File: src/inc/twf_pkg.sv
// Shared constants and types of the transmit wait and framing control block
`default_nettype none
package twf_pkg;
   // Register offsets
   localparam logic [7:0] ADDR_WAIT_CTRL   = 8'h31;
   localparam logic [7:0] ADDR_WAIT_LOW    = 8'h32;
   localparam logic [7:0] ADDR_FRAME_CTRL  = 8'h33;
   localparam logic [7:0] ADDR_STATUS      = 8'h3C;
   // Reset values
   localparam logic [7:0] RST_WAIT_CTRL    = 8'hC0;
   localparam logic [7:0] RST_WAIT_LOW     = 8'h00;
   localparam logic [7:0] RST_FRAME_CTRL   = 8'h00;
   // Wait control fields
   localparam int         POS_ORIGIN       = 7;
   localparam int         POS_UNIT         = 6;
   localparam int         POS_UPPER_HI     = 5;
   localparam int         POS_UPPER_LO     = 3;
   localparam int         POS_STOP_HI      = 2;
   localparam int         POS_STOP_LO      = 0;
   // Frame control fields
   localparam int         POS_TX_PAR       = 7;
   localparam int         POS_RX_PAR       = 6;
   localparam int         POS_END_HI       = 3;
   localparam int         POS_END_LO       = 2;
   localparam int         POS_BEGIN_HI     = 1;
   localparam int         POS_BEGIN_LO     = 0;
   localparam logic [7:0] FRAME_CTRL_MASK  = 8'hCF;
   // Status fields
   localparam int         POS_ST_HOLD      = 0;
   localparam int         POS_ST_BUSY      = 1;
   localparam int         POS_ST_PERR      = 2;
   // Widths
   localparam int         HOLD_W           = 11;
   localparam int         BYTE_BITS        = 8;
   // Carrier unit: 16 periods of 13.56 MHz, least time so rounded up
   localparam int         CLK_HZ           = 10_000_000;
   localparam int         CARRIER_HZ       = 13_560_000;
   localparam int         CARRIER_PER_UNIT = 16;
   localparam int         CARRIER_UNIT_CYC =
      (CARRIER_PER_UNIT * CLK_HZ + CARRIER_HZ - 1) / CARRIER_HZ;
   // Odd parity on the air
   localparam logic       PARITY_ODD       = 1'b1;
   localparam logic [1:0] SYM_NONE         = 2'h0;
   localparam logic [2:0] STOP_NONE        = 3'h0;

   typedef struct packed {
      logic       wr;
      logic       rd;
      logic [7:0] addr;
      logic [7:0] wdata;
   } twf_bus_req_type;

   typedef enum logic [2:0] {
      KIND_DATA,
      KIND_PARITY,
      KIND_STOP,
      KIND_GUARD,
      KIND_SYMBOL
   } twf_kind_type;

   typedef struct packed {
      logic         valid;
      logic         value;
      twf_kind_type kind;
      logic [1:0]   sym;
   } twf_tx_bit_type;

   typedef struct packed {
      logic       valid;
      logic [7:0] data;
      logic       parity;
   } twf_rx_byte_type;

   typedef struct packed {
      logic       valid;
      logic [7:0] data;
   } twf_fifo_wr_type;
endpackage
`default_nettype wire

File: src/logic/twf_holdoff.sv
// Transmit holdoff timer with carrier unit divider
`default_nettype none
module twf_holdoff
(
   input  wire logic                        clk,
   input  wire logic                        rst_n,
   input  wire logic                        start,
   input  wire logic [twf_pkg::HOLD_W-1:0]  value,
   input  wire logic                        unit_bits,
   input  wire logic                        half_bit_tick,
   output logic                             done
);
   typedef struct packed {
      logic [twf_pkg::HOLD_W-1:0] count;
      logic [4:0]                 div;
   } twf_hold_state_type;

   twf_hold_state_type s_reg;
   twf_hold_state_type s_next;
   logic               unit_tick;

   always_comb
   begin
      s_next = s_reg;
      unit_tick = 1'b0;
      if (unit_bits)
         unit_tick = half_bit_tick;
      else if (s_reg.div == 5'(twf_pkg::CARRIER_UNIT_CYC - 1))
         unit_tick = 1'b1;
      if (unit_tick || start)
         s_next.div = 5'h00;
      else
         s_next.div = s_reg.div + 5'h01;
      // A restart reloads the full value, so the gap counts from the latest end
      if (start)
         s_next.count = value;
      else if (unit_tick && s_reg.count != '0)
         s_next.count = s_reg.count - 11'h001;
   end

   always_ff @(posedge clk or negedge rst_n)
   begin
      if (!rst_n)
         s_reg <= '0;
      else
         s_reg <= s_next;
   end

   assign done = (s_reg.count == '0) && !start;
endmodule
`default_nettype wire

File: src/logic/twf_top.sv
// Transmit holdoff, stop and guard time, symbol selection and parity framing
`default_nettype none
module twf_top
(
   input  wire logic                     clk,
   input  wire logic                     rst_n,
   input  var  twf_pkg::twf_bus_req_type bus_req,
   output logic [7:0]                    bus_rdata,
   input  wire logic                     type_b_mode,
   input  wire logic                     bit_tick,
   input  wire logic                     half_bit_tick,
   input  wire logic                     rx_end,
   input  wire logic                     tx_valid,
   input  wire logic [7:0]               tx_data,
   input  wire logic                     tx_last,
   output logic                          tx_ready,
   output twf_pkg::twf_tx_bit_type       tx_bit,
   output logic                          tx_end,
   input  var  twf_pkg::twf_rx_byte_type rx_byte,
   output twf_pkg::twf_fifo_wr_type      fifo_wr,
   output logic                          rx_parity_error
);
   typedef enum logic [2:0] {
      ST_IDLE,
      ST_LOAD,
      ST_DATA,
      ST_PARITY,
      ST_STOP,
      ST_GUARD,
      ST_END
   } twf_state_type;

   typedef struct packed {
      logic [7:0]               wait_ctrl;
      logic [7:0]               wait_low;
      logic [7:0]               frame_ctrl;
      logic [7:0]               rdata;
      twf_state_type            st;
      logic [7:0]               shreg;
      logic [2:0]               bitn;
      logic                     par;
      logic                     last;
      logic [2:0]               guards;
      logic                     perr;
      logic                     tx_end;
      twf_pkg::twf_tx_bit_type  out;
      twf_pkg::twf_fifo_wr_type fifo;
   } twf_top_state_type;

   twf_top_state_type           s_reg;
   twf_top_state_type           s_next;
   logic [twf_pkg::HOLD_W-1:0]  hold_value;
   logic                        hold_start;
   logic                        hold_done;
   logic                        origin_rx;
   logic                        unit_bits;
   logic [2:0]                  stop_len;
   logic                        stop_active;
   logic [1:0]                  end_sym;
   logic [1:0]                  begin_sym;
   logic                        tx_par_en;
   logic                        rx_par_en;
   logic                        rx_bad;
   logic [7:0]                  status;

   assign origin_rx  = s_reg.wait_ctrl[twf_pkg::POS_ORIGIN];
   assign unit_bits  = s_reg.wait_ctrl[twf_pkg::POS_UNIT];
   assign hold_value = {s_reg.wait_ctrl[twf_pkg::POS_UPPER_HI:twf_pkg::POS_UPPER_LO],
                        s_reg.wait_low};
   assign stop_len   = s_reg.wait_ctrl[twf_pkg::POS_STOP_HI:twf_pkg::POS_STOP_LO];
   assign stop_active = type_b_mode && (stop_len != twf_pkg::STOP_NONE);
   assign tx_par_en  = s_reg.frame_ctrl[twf_pkg::POS_TX_PAR];
   assign rx_par_en  = s_reg.frame_ctrl[twf_pkg::POS_RX_PAR];
   assign end_sym    = s_reg.frame_ctrl[twf_pkg::POS_END_HI:twf_pkg::POS_END_LO];
   assign begin_sym  = s_reg.frame_ctrl[twf_pkg::POS_BEGIN_HI:twf_pkg::POS_BEGIN_LO];

   // Restart source chosen by the origin bit
   assign hold_start = origin_rx ? rx_end : s_reg.tx_end;

   twf_holdoff u_holdoff
   (
      .clk           (clk),
      .rst_n         (rst_n),
      .start         (hold_start),
      .value         (hold_value),
      .unit_bits     (unit_bits),
      .half_bit_tick (half_bit_tick),
      .done          (hold_done)
   );

   // Odd parity wants the inverse of the xor of the data bits
   assign rx_bad = rx_byte.valid && rx_par_en
                   && ((^rx_byte.data ^ twf_pkg::PARITY_ODD) != rx_byte.parity);

   always_comb
   begin
      status = 8'h00;
      status[twf_pkg::POS_ST_HOLD] = !hold_done;
      status[twf_pkg::POS_ST_BUSY] = (s_reg.st != ST_IDLE);
      status[twf_pkg::POS_ST_PERR] = s_reg.perr;
   end

   assign tx_ready = (s_reg.st == ST_LOAD);

   always_comb
   begin
      s_next = s_reg;
      s_next.tx_end = 1'b0;
      s_next.out.valid = 1'b0;
      s_next.fifo.valid = 1'b0;

      // Register writes
      if (bus_req.wr)
      begin
         case (bus_req.addr)
            twf_pkg::ADDR_WAIT_CTRL:  s_next.wait_ctrl = bus_req.wdata;
            twf_pkg::ADDR_WAIT_LOW:   s_next.wait_low = bus_req.wdata;
            twf_pkg::ADDR_FRAME_CTRL: s_next.frame_ctrl = bus_req.wdata & twf_pkg::FRAME_CTRL_MASK;
            twf_pkg::ADDR_STATUS:
               if (bus_req.wdata[twf_pkg::POS_ST_PERR])
                  s_next.perr = 1'b0;
            default: ;
         endcase
      end

      // Register reads, data valid in the following cycle only
      s_next.rdata = 8'h00;
      if (bus_req.rd)
      begin
         case (bus_req.addr)
            twf_pkg::ADDR_WAIT_CTRL:  s_next.rdata = s_reg.wait_ctrl;
            twf_pkg::ADDR_WAIT_LOW:   s_next.rdata = s_reg.wait_low;
            twf_pkg::ADDR_FRAME_CTRL: s_next.rdata = s_reg.frame_ctrl;
            twf_pkg::ADDR_STATUS:     s_next.rdata = status;
            default:                  s_next.rdata = 8'h00;
         endcase
      end

      // Receive path; a new error beats a clear in the same cycle
      if (rx_byte.valid)
      begin
         s_next.fifo.valid = 1'b1;
         s_next.fifo.data = rx_byte.data;
      end
      if (rx_bad)
         s_next.perr = 1'b1;

      // Transmit framer, one bit per bit tick
      case (s_reg.st)
         ST_IDLE:
            if (tx_valid && hold_done && bit_tick)
            begin
               if (begin_sym != twf_pkg::SYM_NONE)
               begin
                  s_next.out.valid = 1'b1;
                  s_next.out.value = 1'b0;
                  s_next.out.kind = twf_pkg::KIND_SYMBOL;
                  s_next.out.sym = begin_sym - 2'h1;
               end
               s_next.st = ST_LOAD;
            end
         ST_LOAD:
            if (tx_valid)
            begin
               s_next.shreg = tx_data;
               s_next.last = tx_last;
               s_next.bitn = 3'h0;
               s_next.par = 1'b0;
               s_next.st = ST_DATA;
            end
         ST_DATA:
            if (bit_tick)
            begin
               s_next.out.valid = 1'b1;
               s_next.out.value = s_reg.shreg[0];
               s_next.out.kind = twf_pkg::KIND_DATA;
               s_next.par = s_reg.par ^ s_reg.shreg[0];
               s_next.shreg = {1'b0, s_reg.shreg[7:1]};
               s_next.bitn = s_reg.bitn + 3'h1;
               if (s_reg.bitn == 3'(twf_pkg::BYTE_BITS - 1))
               begin
                  if (tx_par_en)
                     s_next.st = ST_PARITY;
                  else if (stop_active)
                     s_next.st = ST_STOP;
                  else
                     s_next.st = s_reg.last ? ST_END : ST_LOAD;
               end
            end
         ST_PARITY:
            if (bit_tick)
            begin
               s_next.out.valid = 1'b1;
               s_next.out.value = s_reg.par ^ twf_pkg::PARITY_ODD;
               s_next.out.kind = twf_pkg::KIND_PARITY;
               if (stop_active)
                  s_next.st = ST_STOP;
               else
                  s_next.st = s_reg.last ? ST_END : ST_LOAD;
            end
         ST_STOP:
            if (bit_tick)
            begin
               s_next.out.valid = 1'b1;
               s_next.out.value = 1'b1;
               s_next.out.kind = twf_pkg::KIND_STOP;
               s_next.guards = stop_len - 3'h1;
               if (stop_len > 3'h1)
                  s_next.st = ST_GUARD;
               else
                  s_next.st = s_reg.last ? ST_END : ST_LOAD;
            end
         ST_GUARD:
            if (bit_tick)
            begin
               s_next.out.valid = 1'b1;
               s_next.out.value = 1'b1;
               s_next.out.kind = twf_pkg::KIND_GUARD;
               s_next.guards = s_reg.guards - 3'h1;
               if (s_reg.guards == 3'h1)
                  s_next.st = s_reg.last ? ST_END : ST_LOAD;
            end
         ST_END:
            if (bit_tick)
            begin
               if (end_sym != twf_pkg::SYM_NONE)
               begin
                  s_next.out.valid = 1'b1;
                  s_next.out.value = 1'b0;
                  s_next.out.kind = twf_pkg::KIND_SYMBOL;
                  s_next.out.sym = end_sym - 2'h1;
               end
               s_next.tx_end = 1'b1;
               s_next.st = ST_IDLE;
            end
         default:
            s_next.st = ST_IDLE;
      endcase
   end

   always_ff @(posedge clk or negedge rst_n)
   begin
      if (!rst_n)
      begin
         s_reg <= '0;
         s_reg.wait_ctrl <= twf_pkg::RST_WAIT_CTRL;
         s_reg.wait_low <= twf_pkg::RST_WAIT_LOW;
         s_reg.frame_ctrl <= twf_pkg::RST_FRAME_CTRL;
         s_reg.st <= ST_IDLE;
      end
      else
         s_reg <= s_next;
   end

   assign bus_rdata       = s_reg.rdata;
   assign tx_bit          = s_reg.out;
   assign tx_end          = s_reg.tx_end;
   assign fifo_wr         = s_reg.fifo;
   assign rx_parity_error = s_reg.perr;
endmodule
`default_nettype wire

File: config.mk
export PLATFORM = sky130hd
export DESIGN_NAME = twf_top
export DESIGN_NICKNAME = d
export VERILOG_FILES = /design/src/inc/twf_pkg.sv /design/src/logic/twf_holdoff.sv /design/src/logic/twf_top.sv
export SDC_FILE = /design/constraint.sdc
export NUM_CORES = 1
export LEC_CHECK = 0
export BUFFER_PORTS_ARGS = -buffer_cell sky130_fd_sc_hd__buf_4
export CELL_PAD_IN_SITES_DETAIL_PLACEMENT = 2
export CELL_PAD_IN_SITES_GLOBAL_PLACEMENT = 2
export CORE_UTILIZATION = 37
export CTS_BUF_LIST = sky130_fd_sc_hd__clkbuf_8
export CTS_CLUSTER_SIZE = 24
export DETAILED_ROUTE_END_ITERATION = 16
export PLACE_DENSITY = 0.84
export REMOVE_ABC_BUFFERS = 1
export SLEW_MARGIN = 0
export SYNTH_ARGS = -nofsm -noshare
export SYNTH_HDL_FRONTEND = slang
export SYNTH_SLANG_ARGS = --single-unit
File: constraint.sdc
create_clock -name clk -period 2.2 [get_ports clk]
set_input_delay 0.11 -clock clk [delete_from_list [all_inputs] [get_ports clk]]
set_output_delay 0.11 -clock clk [all_outputs]
set_load 0.03 [all_outputs]
Word level (Yosys, flattened, before mapping)
Index checks and enable logic that the tools add are counted.
W data, S select, Z words.

word-level totals
  register bits after elaboration = 83
  output and inout bits = 27

operators by class
  add/subtract/negate cells = 7
  magnitude comparators = 1
  equality and inequality tests = 25
  multiplexer cells = 42
  bitwise gates (word level) = 3
  reduce and logical (&&, ||, !) cells = 36

operator list
  operator                 count
  $mux W3                  13
  $eq A8 B6 Y1 const B     4
  $pmux W8 S4              1
  $pmux W5 S6              1
  $mux W5                  5
  $pmux W12 S2             1
  $mux W11                 2
  $ne A2 B2 Y1 const B     11
  $mux W7                  3
  $pmux W3 S7              1
  $reduce_and A9 Y1        2
  $reduce_bool A2 Y1       9
  $mux W16                 1
  $mux W8                  2
  $mux W15                 1
  $eq A3 B3 Y1 const B     4
  $logic_not A11 Y1        1
  $reduce_bool A11 Y1      1
  $sub A11 B1 Y11 const B  1
  $mux W9                  1
  $reduce_and A3 Y1        3
  $mux W1                  8
  $reduce_and A2 Y1        4
  $reduce_xor A8 Y1        1
  20 further kinds         33

Logic depth before layout (Yosys ltp)
  depth in word-level cells = 7
  gate-level depth with buffers = 7
  mapped depth without buffers = 7

Hierarchy
A second synthesis with hierarchy kept.

unflattened totals
  cell total of the unflattened synthesis = 432
  area total of the unflattened synthesis = 4,460.5 um^2

by module, submodules not included
  module       instances  cells an instance  area each (um^2)
  twf_top      1          331                3,478.3
  twf_holdoff  1          101                982.2

Least setup slack after synthesis
No wires, ideal clock.

  path kind = reg-to-reg
  start = register s_reg, in the netlist origin_rx
  end = register s_reg[35] (netlist name)
  library setup time = 96 ps
  data arrival time = 1,654 ps
  required time = 2,104 ps
  path slack = 451 ps
  stages on the path, launching flop included = 6
  path buffers = 0
  period minus slack after synthesis = 1,749 ps
  cells stage by stage = dfstp_2 > mux2i_2 > nand4_2 > or2_4 > and3_4 > nor4_2

on the way
  cells in the longest elaborated chain, start to end = 7

ends and longest elaborated chain
  what                                line               source
  start, declared                     twf_top.sv:50      twf_top_state_type s_reg;
  start signal, assigned              twf_top.sv:252     s_reg <= s_next;
  $mux W1                             twf_top.sv:78      assign hold_start = origin_rx ? rx_end : s_reg.tx_end;
  $logic_not A1 Y1                    twf_holdoff.sv:49  assign done = (s_reg.count == '0) && !start;
  $logic_and A1 B1 Y1                 twf_holdoff.sv:49
  $logic_and A1 B1 Y1 (2 in series)   twf_top.sv:151     if (tx_valid && hold_done && bit_tick)
  $ne A2 B2 Y1 (no source line)       --
  $reduce_and A9 Y1 (no source line)  --

No other way between the ends.
A chain may end at the register's enable or synchronous reset.

Worst setup path in the final report
  start = register u_holdoff.s_reg[5] (netlist name)
  end = register s_reg, in the netlist tx_bit[0]

on the way
  cells in the longest elaborated chain, start to end = 6

ends and longest elaborated chain
  what                                line               source
  start, declared                     twf_holdoff.sv:18  twf_hold_state_type s_reg;
  start signal, assigned              twf_holdoff.sv:46  s_reg <= s_next;
  $logic_not A11 Y1                   twf_holdoff.sv:49
  $logic_and A1 B1 Y1                 twf_holdoff.sv:49
  $logic_and A1 B1 Y1 (2 in series)   twf_top.sv:151
  $ne A2 B2 Y1 (no source line)       --
  $reduce_and A5 Y1 (no source line)  --

No other way between the ends.

==> results.toml <==
[grt]
grt_max_degree = 48
antenna_found_initial = 0
grt_pass1_wl_mm = 21.7
grt_usage = 0.225
grt.overflow.total = 0
grt_pass1_vias = 4079

[clock_tree]
root_buffer = "clkbuf_8"
cts-buffers-inserted = 9
cts_sinks = 83
post_cts_resized = 0
cts_tree = "yes"
clk_latency_ns = 0.37
htree_levels = 3
clockBufferDepth = 2
clk_pin_slew_ns = 0.08

[critical_path]
r2r-end = "tx_bit[0]"
reg2reg_from = "u_holdoff.s_reg[5]"
critical_path.top_delay_family = "simple AND/OR/NAND/NOR gates"
crit_end = "tx_bit[0]"
rrSetupSlack_ns = 0.15
critical_path_required_ns = 2.50
crit_cells = 7
cp-start-kind = "flop"
crit_path_max_fanout = 5
arrival_ns = 2.35
reg2reg_depth = 7
critPathLaunch = "u_holdoff.s_reg[5]"
worst_path_max_delay_cell = "dfrtp_1"
slowest_delay_ns = 0.40
crit_buf_inv = 1
path_cells = "inv_1, ha_1, nor4b_4, nand4_2, or2_4, o32ai_1, mux2_1"
path_class = "reg2reg"
critical_path.endpoint_type = "flop"

[synthesis]
synth_xor_area_frac = 0.0451
synth.avg_cell_area_um2 = 10.1
synthAdderAreaFrac = 0.0280
synth_largest_area_cell = "dfrtp_1"
synth_compound_area_frac = 0.121
synth_area_leaders = "dfrtp_1 (45%), mux2_2 (8.8%), buf_4 (4.0%), nor2_1 (3.4%), nand3_1 (3.0%)"
synth_cells = 440
synth_top_family_by_area = "simple AND/OR/NAND/NOR gates"
ys_types = 61
ys_seq_elements = 83
synthFlopType = "dfrtp_1"
synth-simple-area-share = 0.172
ys.warnings.count = 0
synthesis.area_um2 = 4460
synth-seq-area-share = 0.466
synth_edf_count = 0
async_flop_share = 1.00
synth.top_cell.area_share = 0.454
muxShareOfSynthArea = 0.0961

[timing]
slew_violations = 0
rsz0062_at_grt = "no"
worst_slew_pin_slew_ns = 0.641
fmax_ghz = 0.488
setup_viol = 0
final-hold-violation-count = 0
slew_headroom = 0.573
finalClockSkew_ns = 0.00901
timing.final.crit_share = 0.931
fin_crit_ns = 2.05

[final_layout]
multi_input_area_um2 = 2060
antenna_cells = 0
seqCellArea_um2 = 2080
largest_reg_flops = 24
area_growth_pct = 19.8
fin_cells = 655
fillers = 1188
drive_gt1_frac = 0.285
final_net_count = 562

[run_status]
outcome = "complete, but fails checks"
violations = "DRC"

[floorplan]
die-area_um2 = 12500
ioPinCount = 71
fp.coreArea_um2 = 11600
rows = 39
initial_core_util = 0.386
fp.dieW_um = 112
die_h_um = 112

[flow_run]
max_cap_violations = 0

[detailed_routing]
first_pass_iters = 10
vias = 3541
ant_nets = 0
via_per_inst = 5.41
wl_per_cell_um = 19.8
route.detailed.drc = 3
drt_iter0_drc = 125
routed_wl_mm = 13.0

[hold_path]
min_path_type = "in2reg"

[power]
vdd_drop_max_mv = 0.540
leakagePower_nw = 2.47
total_power_w = 0.00546
power-per-cell-area_nw_per_um2 = 1020

[placed_design]
port_buffers = 70
place.gp.congestion = 0.780
post-place-cells = 621
dp.final_hpwl_mm = 9.15
Yosys cell counts (3+ instances only):
cell type	count
or2_2	3
a31oi_1	10
nand2_1	28
xnor2_1	10
buf_2	6
buf_4	24
nand2b_1	5
inv_1	19
ha_1	10
mux2_2	35
xor2_1	13
clkbuf_1	10
nor2b_1	9
nor2_1	41
a22oi_1	11
o21ai_0	21
nand3_1	27
nor3_1	5
dfrtp_1	81
and3_1	3
a21oi_1	18
routing by layer:
| layer | part of all wire | global-route usage |
|---|---|---|
| met5 | 0 | 0 |
| met1 | 0.42 | 0.261 |
| met3 | 0.031 | 0.0430 |
| met4 | 0.026 | 0.0955 |
| met2 | 0.53 | 0.405 |
cells in the final DEF (no fill, tap or decap), drive strengths merged, types with 3 or more instances in the layout:
cell type,instances
and2,3
ha,10
nand2,29
nor2,41
mux2,36
and3,4
nand2b,5
nor3,5
a31oi,10
clkbuf,10
a22oi,11
xnor2,10
dfrtp,81
dlygate4sd3,19
nand3,29
inv,22
nor2b,9
nor4,4
buf,79
a21oi,18
o21ai,21
xor2,13
or2,4
per-stage QoR:
| step | setup slack [ns] | utilization | TNS (ns) | instance area, µm² | hold WS [ns] |
|---|---|---|---|---|---|
| floorplan | -0.0456 | - | -0.0779 | 4210 | -0.186 |
| global placement | 0.308 | 0.432 | 0 | 5000 | 0.175 |
| detailed placement | 0.211 | 0.432 | 0 | 5000 | 0.181 |
| CTS | 0.160 | 0.463 | 0 | 5350 | 0.00294 |
| global route | 0.00450 | 0.463 | 0 | 5350 | 0.0139 |
| finish | 0.151 | 0.463 | 0 | 5350 | 0.0241 |
tightest hold or removal path, cell delays in order:
cell and delay [ns]:
buf_4 0.11, nand3_1 0.07, a31oi_1 0.07
where the power goes:
group,internal [W],switching (W)
Clock,0.000421,0.000547
Sequential,0.00194,0.000440
Combinational,0.000910,0.00120
final cells by class:
cell class,instances,area share
sequential,83,0.389
inverter,19,0.0133
timing repair buffer,98,0.149
multi-input combinational,297,0.385
clock inverter,5,0.00444
tap,143,0.0335
clock buffer,10,0.0257
worst min path at each step:
stage | start | end | slack [ns] | depth (start not counted)
2_1_floorplan | rst_n | begin_sym[0] | -0.19 | 0
3_3_place_gp | rst_n | tx_bit[2] | 0.17 | 1
3_5_place_dp | rst_n | tx_bit[4] | 0.18 | 1
4_1_cts | tx_data[5] | s_reg[31] | 0.003 | 3
5_1_grt | bus_req[2] | s_reg[63] | 0.01 | 2
6_report | tx_data[6] | s_reg[32] | 0.02 | 3
logic make-up (layout without fill, tap and decap cells):
logic type / after synthesis / count (layout)
buffers and inverters: 60 / 132
AOI/OAI and AO/OA: 84 / 84
DFF: 83 / 83
muxes: 38 / 38
and+or+nand+nor: 142 / 142
adders and majority gates: 10 / 10
xor gates and xnor gates: 23 / 23
repair_timing:
item	CTS	global route
buffers inserted	0	0
hold buffers	19	0
endpoints found under the hold margin	73	0
(Power assumes the default switching activity.)
